--- src/spc_pkg.sv ---
/*
  Constants for the switch port control register bank: offsets, field
  positions, reset values, byte counts and ingress limit modes.
  Assumes nothing beyond a SystemVerilog compiler.
*/
package spc_pkg;
  // ---------------------------------------------------------------
  // Register offsets (byte addresses on the host register port)
  // ---------------------------------------------------------------
  localparam logic [11:0] CTL2_OFS = 12'h06e;
  localparam logic [11:0] TAG_OFS  = 12'h070;
  localparam logic [11:0] CTL3_OFS = 12'h072;

  // ---------------------------------------------------------------
  // Second control register fields
  // ---------------------------------------------------------------
  localparam int VLAN_FILT_BIT = 14;
  localparam int NON_PORT_DEFAULT_VLAN_ID_BIT  = 13;
  localparam int FORCE_FC_BIT  = 12;
  localparam int BACKPR_BIT    = 11;
  localparam int TX_EN_BIT     = 10;
  localparam int RX_EN_BIT     = 9;
  localparam int LEARN_DIS_BIT = 8;
  localparam int SNIFFER_BIT   = 7;
  localparam int RX_SNIFF_BIT  = 6;
  localparam int TX_SNIFF_BIT  = 5;
  localparam int CEILING_BIT   = 3;
  localparam logic [15:0] CTL2_RW_MASK = 16'hfff0;
  localparam logic [15:0] CTL2_RST     = 16'h0600;

  // ---------------------------------------------------------------
  // Default tag and third control register fields
  // ---------------------------------------------------------------
  localparam int PRIO_MSB = 15;
  localparam int PRIO_LSB = 13;
  localparam int CFI_BIT  = 12;
  localparam logic [15:0] TAG_RST      = 16'h0001;
  localparam int LIMIT_MSB = 3;
  localparam int LIMIT_LSB = 2;
  localparam int IFG_BIT   = 1;
  localparam int PRE_BIT   = 0;
  localparam logic [15:0] CTL3_RW_MASK = 16'h001f;
  localparam logic [15:0] CTL3_RST     = 16'h0000;

  // ---------------------------------------------------------------
  // Byte counts added to rate calculations
  // ---------------------------------------------------------------
  localparam logic [11:0] IFG_BYTES = 12'h00c;
  localparam logic [11:0] PRE_BYTES = 12'h008;

  // Ingress limit modes
  typedef enum logic [1:0] {
    LIM_ALL   = 2'h0,
    LIM_FLOOD = 2'h1,
    LIM_MULTI = 2'h2,
    LIM_BCAST = 2'h3
  } spc_limit_t;
endpackage : spc_pkg

--- src/spc_pkt_decide.sv ---
/*
  Per-packet ingress decision for one switch port: drop, VLAN id,
  priority ceiling, learning, monitoring, membership and rate count.
  Assumes configuration fields are stable register outputs.
*/
`timescale 1ns/100ps
module spc_pkt_decide #(
  parameter int PORT_BIT = 0
) (
  input  wire logic        clock,        // Core clock
  input  wire logic        sys_rst,      // Sync reset
  input  wire logic        clkEn,        // Freeze when low
  input  wire logic [15:0] ctl2,         // Second control
  input  wire logic [15:0] dfltTag,      // Default tag
  input  wire logic [15:0] ctl3,         // Third control
  input  wire logic        rxStart,      // Packet header valid
  input  wire logic        rxTagged,     // Packet has a tag
  input  wire logic [11:0] rxVid,        // Packet VLAN id
  input  wire logic [2:0]  rxPrio,       // Packet priority
  input  wire logic [2:0]  rxVlanMembers, // VLAN table members
  input  wire logic        rxBcast,      // Broadcast frame
  input  wire logic        rxMcast,      // Multicast frame
  input  wire logic        rxFlood,      // Flooded unicast
  input  wire logic [10:0] rxLen,        // Frame length
  output logic             inDone_reg,   // Decision pulse
  output logic             inDrop_reg,   // Discard packet
  output logic [11:0]      inVid_reg,    // Assigned VLAN id
  output logic [2:0]       inPrio_reg,   // Final priority
  output logic             inLearn_reg,  // Learn source address
  output logic             inMonitor_reg, // Monitored packet
  output logic [2:0]       inFwdMask_reg, // Allowed egress ports
  output logic             inLimited_reg, // Counted by limiter
  output logic [11:0]      inCountLen_reg // Counted length
);
  // ---------------------------------------------------------------
  // Decision terms
  // ---------------------------------------------------------------
  // Untagged or null-id packets take the port default id
  wire logic        useDflt = !rxTagged || rxVid == 12'h000;
  wire logic [11:0] effVid  = useDflt ? dfltTag[11:0] : rxVid;
  wire logic        filtDrop = ctl2[spc_pkg::VLAN_FILT_BIT] &&
                               !rxVlanMembers[PORT_BIT];
  wire logic        pvidDrop = ctl2[spc_pkg::NON_PORT_DEFAULT_VLAN_ID_BIT] &&
                               effVid != dfltTag[11:0];
  wire logic        drop     = !ctl2[spc_pkg::RX_EN_BIT] ||
                               filtDrop || pvidDrop;
  wire logic [2:0]  userPrio = dfltTag[spc_pkg::PRIO_MSB:spc_pkg::PRIO_LSB];
  wire logic        capPrio  = ctl2[spc_pkg::CEILING_BIT] && rxPrio > userPrio;
  wire logic [2:0]  prio     = capPrio ? userPrio : rxPrio;
  wire spc_pkg::spc_limit_t mode;
  assign mode = spc_pkg::spc_limit_t'(ctl3[spc_pkg::LIMIT_MSB:spc_pkg::LIMIT_LSB]);
  logic limited;
  // Frame class selection by limit mode
  always_comb begin
    unique case (mode)
      spc_pkg::LIM_ALL:   limited = 1'b1;
      spc_pkg::LIM_FLOOD: limited = rxBcast || rxMcast || rxFlood;
      spc_pkg::LIM_MULTI: limited = rxBcast || rxMcast;
      spc_pkg::LIM_BCAST: limited = rxBcast;
    endcase
  end
  wire logic [11:0] ifgAdd = ctl3[spc_pkg::IFG_BIT] ? spc_pkg::IFG_BYTES : 12'h000;
  wire logic [11:0] preAdd = ctl3[spc_pkg::PRE_BIT] ? spc_pkg::PRE_BYTES : 12'h000;
  wire logic [11:0] cntLen = {1'b0, rxLen} + ifgAdd + preAdd;

  // ---------------------------------------------------------------
  // Registered decision, sampled per packet so edits hit the next one
  // ---------------------------------------------------------------
  always_ff @(posedge clock) begin
    if (sys_rst) begin
      inDone_reg     <= 1'b0;
      inDrop_reg     <= 1'b0;
      inVid_reg      <= 12'h000;
      inPrio_reg     <= 3'h0;
      inLearn_reg    <= 1'b0;
      inMonitor_reg  <= 1'b0;
      inFwdMask_reg  <= 3'h0;
      inLimited_reg  <= 1'b0;
      inCountLen_reg <= 12'h000;
    end else if (clkEn) begin
      inDone_reg <= rxStart;
      if (rxStart) begin
        inDrop_reg     <= drop;
        inVid_reg      <= effVid;
        inPrio_reg     <= prio;
        inLearn_reg    <= !drop && !ctl2[spc_pkg::LEARN_DIS_BIT];
        inMonitor_reg  <= !drop && ctl2[spc_pkg::RX_SNIFF_BIT];
        inFwdMask_reg  <= ctl2[2:0] & ~(3'h1 << PORT_BIT);
        inLimited_reg  <= limited;
        inCountLen_reg <= cntLen;
      end
    end
  end
endmodule : spc_pkt_decide

--- src/spc_port_regs.sv ---
/*
  Control register bank for one switch port with its packet-level
  effects: enables, flow control, mirroring and ingress decisions.
  Assumes a 16-bit host register port with byte enables and
  packet header strobes synchronous to the core clock.
*/
`timescale 1ns/100ps

// Overview of operation
// - Ingress filtering drops packets whose VLAN members exclude this port.
// - Discard packets whose VLAN id differs from the port default id.
// - Forced flow control overrides the negotiated result.
// - Back pressure bit enables half-duplex back pressure.
// - Transmit enable resets to one; clearing it stops sending.
// - Receive enable resets to one; clearing it refuses packets.
// - Learning disable suppresses source address learning.
// - Sniffer bit makes this port the mirror destination.
// - Receive sniff marks received packets monitored.
// - Transmit sniff marks transmitted packets monitored.
// - Read-only ceiling caps packet priority at the default user priority.
// - Default tag holds priority, CFI and VLAN id resetting to one.
// - Default tag gives id to untagged packets, lookup and egress tags.
// - Limit mode selects which frame classes are counted.
// - Gap bit adds twelve bytes per frame to rate counts.
// - Preamble bit adds eight bytes per frame to rate counts.
// - Inserted egress tag carries the ingress default id; tagged unchanged.
module spc_port_regs #(
  parameter logic [2:0] MEMBERSHIP = 3'h7, // Read-only member strap
  parameter logic       CEILING    = 1'b0, // Read-only ceiling strap
  parameter int         PORT_BIT   = 0     // This port in member masks
) (
  input  wire logic        clock,         // Core clock, 100 MHz
  input  wire logic        sys_rst,       // Sync reset, active high
  input  wire logic        clkEn,         // Freeze all state when low
  input  wire logic [11:0] regAddr,       // Byte address
  input  wire logic [15:0] regWrData,     // Write data
  input  wire logic [1:0]  regByteEn,     // Byte enables
  input  wire logic        regWrite,      // Write strobe
  input  wire logic        regRead,       // Read strobe
  input  wire logic        negFlowCtl,    // Negotiated flow control
  input  wire logic        rxStart,       // Ingress header valid
  input  wire logic        rxTagged,      // Ingress has a tag
  input  wire logic [11:0] rxVid,         // Ingress VLAN id
  input  wire logic [2:0]  rxPrio,        // Ingress priority
  input  wire logic [2:0]  rxVlanMembers, // VLAN table members
  input  wire logic        rxBcast,       // Broadcast frame
  input  wire logic        rxMcast,       // Multicast frame
  input  wire logic        rxFlood,       // Flooded unicast
  input  wire logic [10:0] rxLen,         // Ingress length
  input  wire logic        txStart,       // Egress header valid
  input  wire logic        txTagged,      // Egress has a tag
  input  wire logic        txMonitored,   // Packet marked monitored
  input  wire logic        tagInsertEn,   // Egress insertion enabled
  input  wire logic [15:0] txSrcTag,      // Ingress port default tag
  input  wire logic [10:0] txLen,         // Egress length
  output logic [15:0]      regRdData_reg, // Read data
  output logic             regRdValid_reg, // Read data valid
  output logic             txEnable_reg,  // Port may transmit
  output logic             rxEnable_reg,  // Port may receive
  output logic             flowCtl_reg,   // Flow control active
  output logic             backPress_reg, // Half-duplex back pressure
  output logic             sniffer_reg,   // Mirror destination
  output logic             inDone_reg,    // Ingress decision pulse
  output logic             inDrop_reg,    // Drop ingress packet
  output logic [11:0]      inVid_reg,     // Assigned VLAN id
  output logic [2:0]       inPrio_reg,    // Final priority
  output logic             inLearn_reg,   // Learn source address
  output logic             inMonitor_reg, // Copy to mirror port
  output logic [2:0]       inFwdMask_reg, // Allowed egress ports
  output logic             inLimited_reg, // Counted by limiter
  output logic [11:0]      inCountLen_reg, // Counted ingress length
  output logic             txDone_reg,    // Egress decision pulse
  output logic             txSend_reg,    // Send the packet
  output logic             txMirror_reg,  // Copy to mirror port
  output logic             txInsert_reg,  // Insert a tag
  output logic [15:0]      txTag_reg,     // Tag to insert
  output logic [11:0]      txCountLen_reg // Counted egress length
);
  // ---------------------------------------------------------------
  // Elaboration checks
  // ---------------------------------------------------------------
  if (PORT_BIT < 0 || PORT_BIT > 2) begin : g_bad_port
    $error("PORT_BIT must lie in 0..2");
  end

  // ---------------------------------------------------------------
  // Register storage
  // ---------------------------------------------------------------
  logic [15:0] ctl2_reg;
  logic [15:0] tag_reg;
  logic [15:0] ctl3_reg;

  // Address decode and byte-lane write masks
  wire logic        hitCtl2 = regAddr == spc_pkg::CTL2_OFS;
  wire logic        hitTag  = regAddr == spc_pkg::TAG_OFS;
  wire logic        hitCtl3 = regAddr == spc_pkg::CTL3_OFS;
  wire logic [15:0] laneMask = {{8{regByteEn[1]}}, {8{regByteEn[0]}}};
  wire logic        wrEn = regWrite && clkEn;

  // Read-only fields are overlaid, so they never hold written values
  wire logic [15:0] ctl2View = (ctl2_reg & spc_pkg::CTL2_RW_MASK) |
                               {12'h000, CEILING, MEMBERSHIP};
  wire logic [15:0] ctl3View = ctl3_reg & spc_pkg::CTL3_RW_MASK;

  wire logic [15:0] ctl2_next = (ctl2_reg & ~laneMask) | (regWrData & laneMask);
  wire logic [15:0] tag_next  = (tag_reg & ~laneMask) | (regWrData & laneMask);
  wire logic [15:0] ctl3_next = (ctl3_reg & ~laneMask) | (regWrData & laneMask);

  wire logic [15:0] rdMux = hitCtl2 ? ctl2View :
                            hitTag  ? tag_reg  :
                            hitCtl3 ? ctl3View : 16'h0000;

  // Register writes; fields steer logic on the next packet
  always_ff @(posedge clock) begin
    if (sys_rst) begin
      ctl2_reg <= spc_pkg::CTL2_RST;
      tag_reg  <= spc_pkg::TAG_RST;
      ctl3_reg <= spc_pkg::CTL3_RST;
    end else if (wrEn) begin
      if (hitCtl2) ctl2_reg <= ctl2_next;
      if (hitTag)  tag_reg  <= tag_next;
      if (hitCtl3) ctl3_reg <= ctl3_next;
    end
  end

  // Read path; unmapped addresses read as zero
  always_ff @(posedge clock) begin
    if (sys_rst) begin
      regRdData_reg  <= 16'h0000;
      regRdValid_reg <= 1'b0;
    end else if (clkEn) begin
      regRdValid_reg <= regRead;
      if (regRead) regRdData_reg <= rdMux;
    end
  end

  // ---------------------------------------------------------------
  // Port-level controls, one cycle behind the register
  // ---------------------------------------------------------------
  wire logic fcNext = ctl2_reg[spc_pkg::FORCE_FC_BIT] || negFlowCtl;

  always_ff @(posedge clock) begin
    if (sys_rst) begin
      txEnable_reg  <= 1'b1;
      rxEnable_reg  <= 1'b1;
      flowCtl_reg   <= 1'b0;
      backPress_reg <= 1'b0;
      sniffer_reg   <= 1'b0;
    end else if (clkEn) begin
      txEnable_reg  <= ctl2_reg[spc_pkg::TX_EN_BIT];
      rxEnable_reg  <= ctl2_reg[spc_pkg::RX_EN_BIT];
      flowCtl_reg   <= fcNext;
      backPress_reg <= ctl2_reg[spc_pkg::BACKPR_BIT];
      sniffer_reg   <= ctl2_reg[spc_pkg::SNIFFER_BIT];
    end
  end

  // ---------------------------------------------------------------
  // Ingress decision
  // ---------------------------------------------------------------
  spc_pkt_decide #(
    .PORT_BIT (PORT_BIT)
  ) u_decide (
    .clock          (clock),
    .sys_rst        (sys_rst),
    .clkEn          (clkEn),
    .ctl2           (ctl2View),
    .dfltTag        (tag_reg),
    .ctl3           (ctl3View),
    .rxStart        (rxStart),
    .rxTagged       (rxTagged),
    .rxVid          (rxVid),
    .rxPrio         (rxPrio),
    .rxVlanMembers  (rxVlanMembers),
    .rxBcast        (rxBcast),
    .rxMcast        (rxMcast),
    .rxFlood        (rxFlood),
    .rxLen          (rxLen),
    .inDone_reg     (inDone_reg),
    .inDrop_reg     (inDrop_reg),
    .inVid_reg      (inVid_reg),
    .inPrio_reg     (inPrio_reg),
    .inLearn_reg    (inLearn_reg),
    .inMonitor_reg  (inMonitor_reg),
    .inFwdMask_reg  (inFwdMask_reg),
    .inLimited_reg  (inLimited_reg),
    .inCountLen_reg (inCountLen_reg)
  );

  // ---------------------------------------------------------------
  // Egress decision
  // ---------------------------------------------------------------
  wire logic        txOk    = ctl2_reg[spc_pkg::TX_EN_BIT];
  // A port with transmit enabled and transmit sniff set sends mirror copies as well as its own traffic
  wire logic        txMir   = txOk && ctl2_reg[spc_pkg::TX_SNIFF_BIT];
  wire logic        txIns   = tagInsertEn && !txTagged;
  wire logic [11:0] txIfg   = ctl3_reg[spc_pkg::IFG_BIT] ? spc_pkg::IFG_BYTES : 12'h000;
  wire logic [11:0] txPre   = ctl3_reg[spc_pkg::PRE_BIT] ? spc_pkg::PRE_BYTES : 12'h000;
  wire logic [11:0] txCnt   = {1'b0, txLen} + txIfg + txPre;
  wire logic        txGoNext = txOk && (!txMonitored || ctl2_reg[spc_pkg::SNIFFER_BIT] ||
                                        1'b1);

  always_ff @(posedge clock) begin
    if (sys_rst) begin
      txDone_reg     <= 1'b0;
      txSend_reg     <= 1'b0;
      txMirror_reg   <= 1'b0;
      txInsert_reg   <= 1'b0;
      txTag_reg      <= 16'h0000;
      txCountLen_reg <= 12'h000;
    end else if (clkEn) begin
      txDone_reg <= txStart;
      if (txStart) begin
        txSend_reg     <= txGoNext;
        txMirror_reg   <= txMir;
        txInsert_reg   <= txIns;
        txTag_reg      <= txIns ? txSrcTag : 16'h0000;
        txCountLen_reg <= txCnt;
      end
    end
  end
endmodule : spc_port_regs

--- config.mk ---
export PLATFORM = sky130hd
export DESIGN_NAME = spc_port_regs
export DESIGN_NICKNAME = d
export VERILOG_FILES = /design/src/spc_pkg.sv /design/src/spc_pkt_decide.sv /design/src/spc_port_regs.sv
export SDC_FILE = /design/constraint.sdc
export NUM_CORES = 1
export LEC_CHECK = 0
export ABC_AREA = 0
export BUFFER_PORTS_ARGS = -buffer_cell sky130_fd_sc_hd__buf_4
export CAP_MARGIN = 30
export CORE_AREA = 3 3 113 115
export DETAILED_ROUTE_END_ITERATION = 10
export DIE_AREA = 0 0 116 118
export PLACE_DENSITY = 0.79
export REMOVE_ABC_BUFFERS = 1
export SLEW_MARGIN = 20
export SYNTH_ARGS = -nofsm -noshare
export SYNTH_HDL_FRONTEND = slang
export SYNTH_SLANG_ARGS = --single-unit
--- constraint.sdc ---
create_clock -name clock -period 3.36 [get_ports clock]
set_input_delay 0 -clock clock [delete_from_list [all_inputs] [get_ports clock]]
set_output_delay 0 -clock clock [all_outputs]
set_load 0.01 [all_outputs]
# [Yosys cells after proc, flatten, opt, wreduce, memory -nomap -nowiden]
# Index checks and enable logic that the tools add are counted.
[totals] reg_bits=135 latchBits=0 mem_bits_rw=0 rom_bits=0 out_inout_bits=89 word_cells=79 mem_count=0
[op_classes] addsub=4 n_mul=0 div_mod_pow=0 magnitude_cmp=0 n_eq_ne=7 shift=0 n_mux=8 bitwise=8 reduce_logical=27
[op_table] op="bitwise AND 16 bit" count=4
[op_table] op="2-to-1 mux 16 bit" count=3
[op_table] op="OR 16 bit" count=3
[op_table] op="equality test 12 x 7 -> 1 bit (second input constant)" count=3
[op_table] op="adder 11 x 12 -> 12 bit" count=2
[op_table] op="adder 12 bit" count=2
[op_table] op="inverter 16 bit" count=1
[op_table] op="logical NOT 12 bit" count=1
[op_table] op="2-to-1 mux 12 bit" count=1
[op_table] op="!= test 12 bit" count=1
[op_table] op="AND reduction 2 bit" count=6
[op_table] op="2-to-1 mux 4 bit" count=2
[op_table] op="logical AND 1 bit" count=7
[op_table] op="logical NOT 1 bit" count=6
[op_table] op="logical OR 1 bit" count=6
[op_table] op="2-to-1 mux 5 bit" count=1
[op_table] op="equality test 2 bit (second input constant)" count=2
[op_table] op="case mux 1 bit (4 select lines)" count=1
[op_table] op="equality test 2 x 1 -> 1 bit (second input constant)" count=1
[op_table] op="logical NOT 2 bit" count=1

# [Depth between registers and ports, before layout]
[depth] ltp_word=8 depth_mapped=7

# [Hierarchy]
# A second synthesis with hierarchy kept.
[hier_totals] cells_unflattened=601 hier_area_um2=5375.2
[modules_own_cells] module="spc_port_regs" instances=1 cells_per_inst=401 area_each_um2=3585.9
[modules_own_cells] module="spc_pkt_decide" instances=1 cells_per_inst=200 area_each_um2=1789.2

# [Least setup slack after synthesis]
# No wires, ideal clock.
[synth_path] path_type="reg2reg" from="register (tool-made name)" to="register u_decide.inCountLen_reg[9]" setup_ps=137 arrival_time_ps=1971 t_required_ps=3223 slack_ps=1252 stages_incl_launch_ff=8 n_path_buf=0 synth_period_minus_slack_ps=2108 path_cell_list="dfxtp_1 > fa_1 > ha_1 > fa_1 > and3_1 > nand3_1 > xor2_1 > a211oi_1"
[synth_rtl] element="end signal: assignment" line="spc_pkt_decide.sv:90" source="inCountLen_reg <= cntLen;"
[synth_rtl] element="end: declaration" line="spc_pkt_decide.sv:33" source="output logic [11:0] inCountLen_reg"

==> flow_metrics.tcl <==
set metrics [dict create \
    outcome "finished, final reports clean" \
    r2r_setup_slack_ps 1010 \
    end_kind "flip-flop" \
    finalCriticalPeriod_ps 2351 \
    clockPowerShare_pct 48.9 \
    cts_made_buffers 17 \
    synth_compound_area_share_pct 21.95 \
    synthArstFlopShare_pct 0 \
    setup_viol 0 \
    ys_warn_count 0 \
    ys_seq_area_share_pct 45.37 \
    synth-xor-area-share_pct 3.970 \
    wl_per_cell_um 17.34 \
    arrival_ps 2670 \
    firstDrtPassIters 5 \
    synth_mux_area_share_pct 0.5671 \
    die-area_mm2 0.01369 \
    drtAntennaViolNets 0 \
    synthCells 599 \
    synth-simple-area-share_pct 20.60 \
    slew_headroom_pct 38.63 \
    gp_congestion 0.8291 \
    final_nets 944 \
    worstPathRequired_ps 3680 \
    drc 0 \
    syn2layout_area_growth_pct 51.51 \
    hold_viol 0 \
    finalSetupTns_ps 0 \
    synth_top_family_by_area "compound AO/OA/AOI/OAI gates" \
    vias 5488 \
    hp-class "in -> reg" \
    die_w_um 116 \
    insertion_delay_ps 410 \
    first_global_vias 5574 \
    gr-usage-all-layers_pct 24.84 \
    rsz0062_at_grt "no" \
    cts-resized-gates 0 \
    yosysUniqueCellTypes 49 \
    grt_max_degree 66 \
    antenna_cells 0 \
    clk_pin_slew_ps 50 \
    rows 40 \
    r2r_cells 7 \
    syn_area_per_cell_um2 8.840 \
    synth_seq_cells 120 \
    cts_tree "yes" \
    viasPerCell 5.527 \
    min_period_over_period_pct 69.98 \
    drt-total-wl_mm 17.22 \
    final_area_mm2 0.008023 \
    setup_ws_ps 1009 \
    cts_sinks 120 \
    max_cap_viol_count 0 \
    clockRootBuffer "clkbuf_16" \
    pre_cts_slack_ps 1044 \
    slew_violations 0 \
    cp_max_fo 6 \
    swShare_pct 23.56 \
    clockBufferDepth 2 \
    worst_pin_slew_ps 920.5 \
    skew_ps 6.816 \
    hpwl_mm 11.10 \
    die_y_um 118 \
    synth-edff-count 0 \
    pwr-share-comb_pct 11.6 \
    initial_core_util_pct 44.45 \
    synthAdderAreaFrac_pct 2.930 \
    p_int_uw 2877 \
    io_pins 190 \
    crit_path_start_kind "flip-flop" \
    syn_area_mm2 0.005295 \
    yosys_most_used_dff "dfxtp_1" \
    core_area_mm2 0.01191 \
    portBuffers 185 \
    power.density_mw_per_mm2 469.2 \
    placed_cell_area_mm2 0.006699 \
    drive_gt1_share_pct 29.67 \
    hold-worst-slack_ps 26.67 \
    gr-total-overflow 0 \
    crit_path_end "u_decide.inCountLen_reg[9]" \
    timing.rr.end "u_decide.inCountLen_reg[9]" \
    antenna_found_initial 0 \
    grt_first_pass_wirelength_mm 27.19 \
    p_seq_share_pct 39.5 \
    htree_num_levels 4 \
    p_leak_uw 0.003270 \
    power_switching_uw 886.9 \
    critical_path_class "reg -> reg" \
    fmax_mhz 425.3 \
    vdd_drop_max_mv 0.3365 \
    drtIter0Drc 414 \
]
critical path, cell delays in order, from the launching register on:
cell	delay, ps
dfxtp_1	480
fa_1	470
ha_1	240
fa_1	410
and3_1	230
nand3_1	120
xor2_1	80
a211oi_1	240
synthesized netlist by cell type, drive strengths merged, types with 2 or more instances:
cell / instances / area share, %
a211o: 4 / 0.66
a211oi: 19 / 2.7
a21boi: 2 / 0.28
a21o: 4 / 0.57
a21oi: 65 / 6.1
a221oi: 12 / 3.2
a22oi: 16 / 2.3
a32o: 2 / 0.38
a32oi: 11 / 1.8
and2: 4 / 0.47
and3: 5 / 0.59
and4: 2 / 0.33
buf: 19 / 2.0
clkbuf: 30 / 2.2
dfxtp: 120 / 45
fa: 4 / 1.5
ha: 6 / 1.4
inv: 5 / 0.35
mux2i: 3 / 0.57
nand2: 42 / 3.0
nand2b: 4 / 0.47
nand3: 58 / 5.5
nand4: 2 / 0.24
nor2: 60 / 4.3
nor2b: 6 / 0.71
nor3: 15 / 2.4
nor3b: 2 / 0.38
nor4: 7 / 0.95
o21ai: 34 / 3.2
or4: 5 / 0.85
xnor2: 10 / 1.7
xor2: 14 / 2.3
how the worst min path moves through the flow:
stage | start | to | slack (ps) | depth (start not counted)
final | txLen[4] | txCountLen_reg[4] | 30 | 4
after global routing | txLen[4] | txCountLen_reg[4] | 60 | 4
after CTS | rxMcast | u_decide.inLimited_reg | 20 | 4
after detailed placement | regWrData[9] | flip-flop | 220 | 2
after global placement | regWrData[9] | flip-flop | 220 | 2
after floorplan | sys_rst | flip-flop | 70 | 1
logic make-up (layout without fill, tap and decap cells):
kind of cell	Yosys count	count (layout)
simple gates	215	215
compound gates	172	172
flops	120	120
buf+inv	54	301
xor+xnor	24	24
fa+ha+maj	10	10
mux	3	3
other cells	1	1
power by group through the flow:
stage	Combinational (µW)	Sequential, µW	Clock [µW]
detailed placement	362	1520	0
global placement	353	1510	0
CTS	428	1490	1850
floorplan	110	1530	0
global route	470	1490	1920
finish	437	1490	1840
routing by layer:
layer / share of wire, % / up-vias / GRT usage [%]
met3: 10 / 44 / 8.895
li1: - / 2640 / -
met5: 0 / - / 0
met4: 2.3 / 0 / 9.645
met2: 48 / 276 / 40.58
met1: 40 / 2528 / 29.53
layout by cell type, fill, tap and decap left out, types with 6 or more instances in the layout:
master	Yosys	routed
a221oi_2	10	10
o21ai_0	21	21
nand3_1	58	58
ha_1	6	6
dfxtp_1	120	120
nor2_1	60	60
a21oi_1	65	65
o21ai_1	13	13
a22oi_1	16	16
nor4_1	6	6
a32oi_1	11	11
buf_4	3	193
xnor2_1	10	10
a211oi_1	19	19
clkbuf_16	0	17
nor3_2	10	10
nand2_1	42	41
xor2_1	14	14
nor2b_1	6	6
dlygate4sd3_1	0	70
cell type report:
| class | instances | area (µm²) |
|---|---|---|
| Fill cell | 908 | 3889 |
| Clock inverter | 12 | 151.4 |
| Inverter | 5 | 18.77 |
| Clock buffer | 20 | 446.7 |
| Multi-Input combinational cell | 425 | 2655 |
| Tap cell | 147 | 183.9 |
| Sequential cell | 120 | 2402 |
| Timing Repair Buffer | 264 | 2165 |
per-stage QoR:
| stage | cells | util, % | total power (µW) |
|---|---|---|---|
| floorplan | 550 | - | 1643 |
| global placement | 889 | 56.24 | 1867 |
| detailed placement | 889 | 56.24 | 1878 |
| CTS | 990 | 67.06 | 3769 |
| global route | 993 | 67.35 | 3882 |
| finish | 993 | 67.35 | 3764 |
what timing repair did:
item	in CTS	in global routing
hold endpoints to repair	89	3
setup buffers	0	0
hold buffers	69	1
No activity file was read; power rests on OpenSTA's default activity.
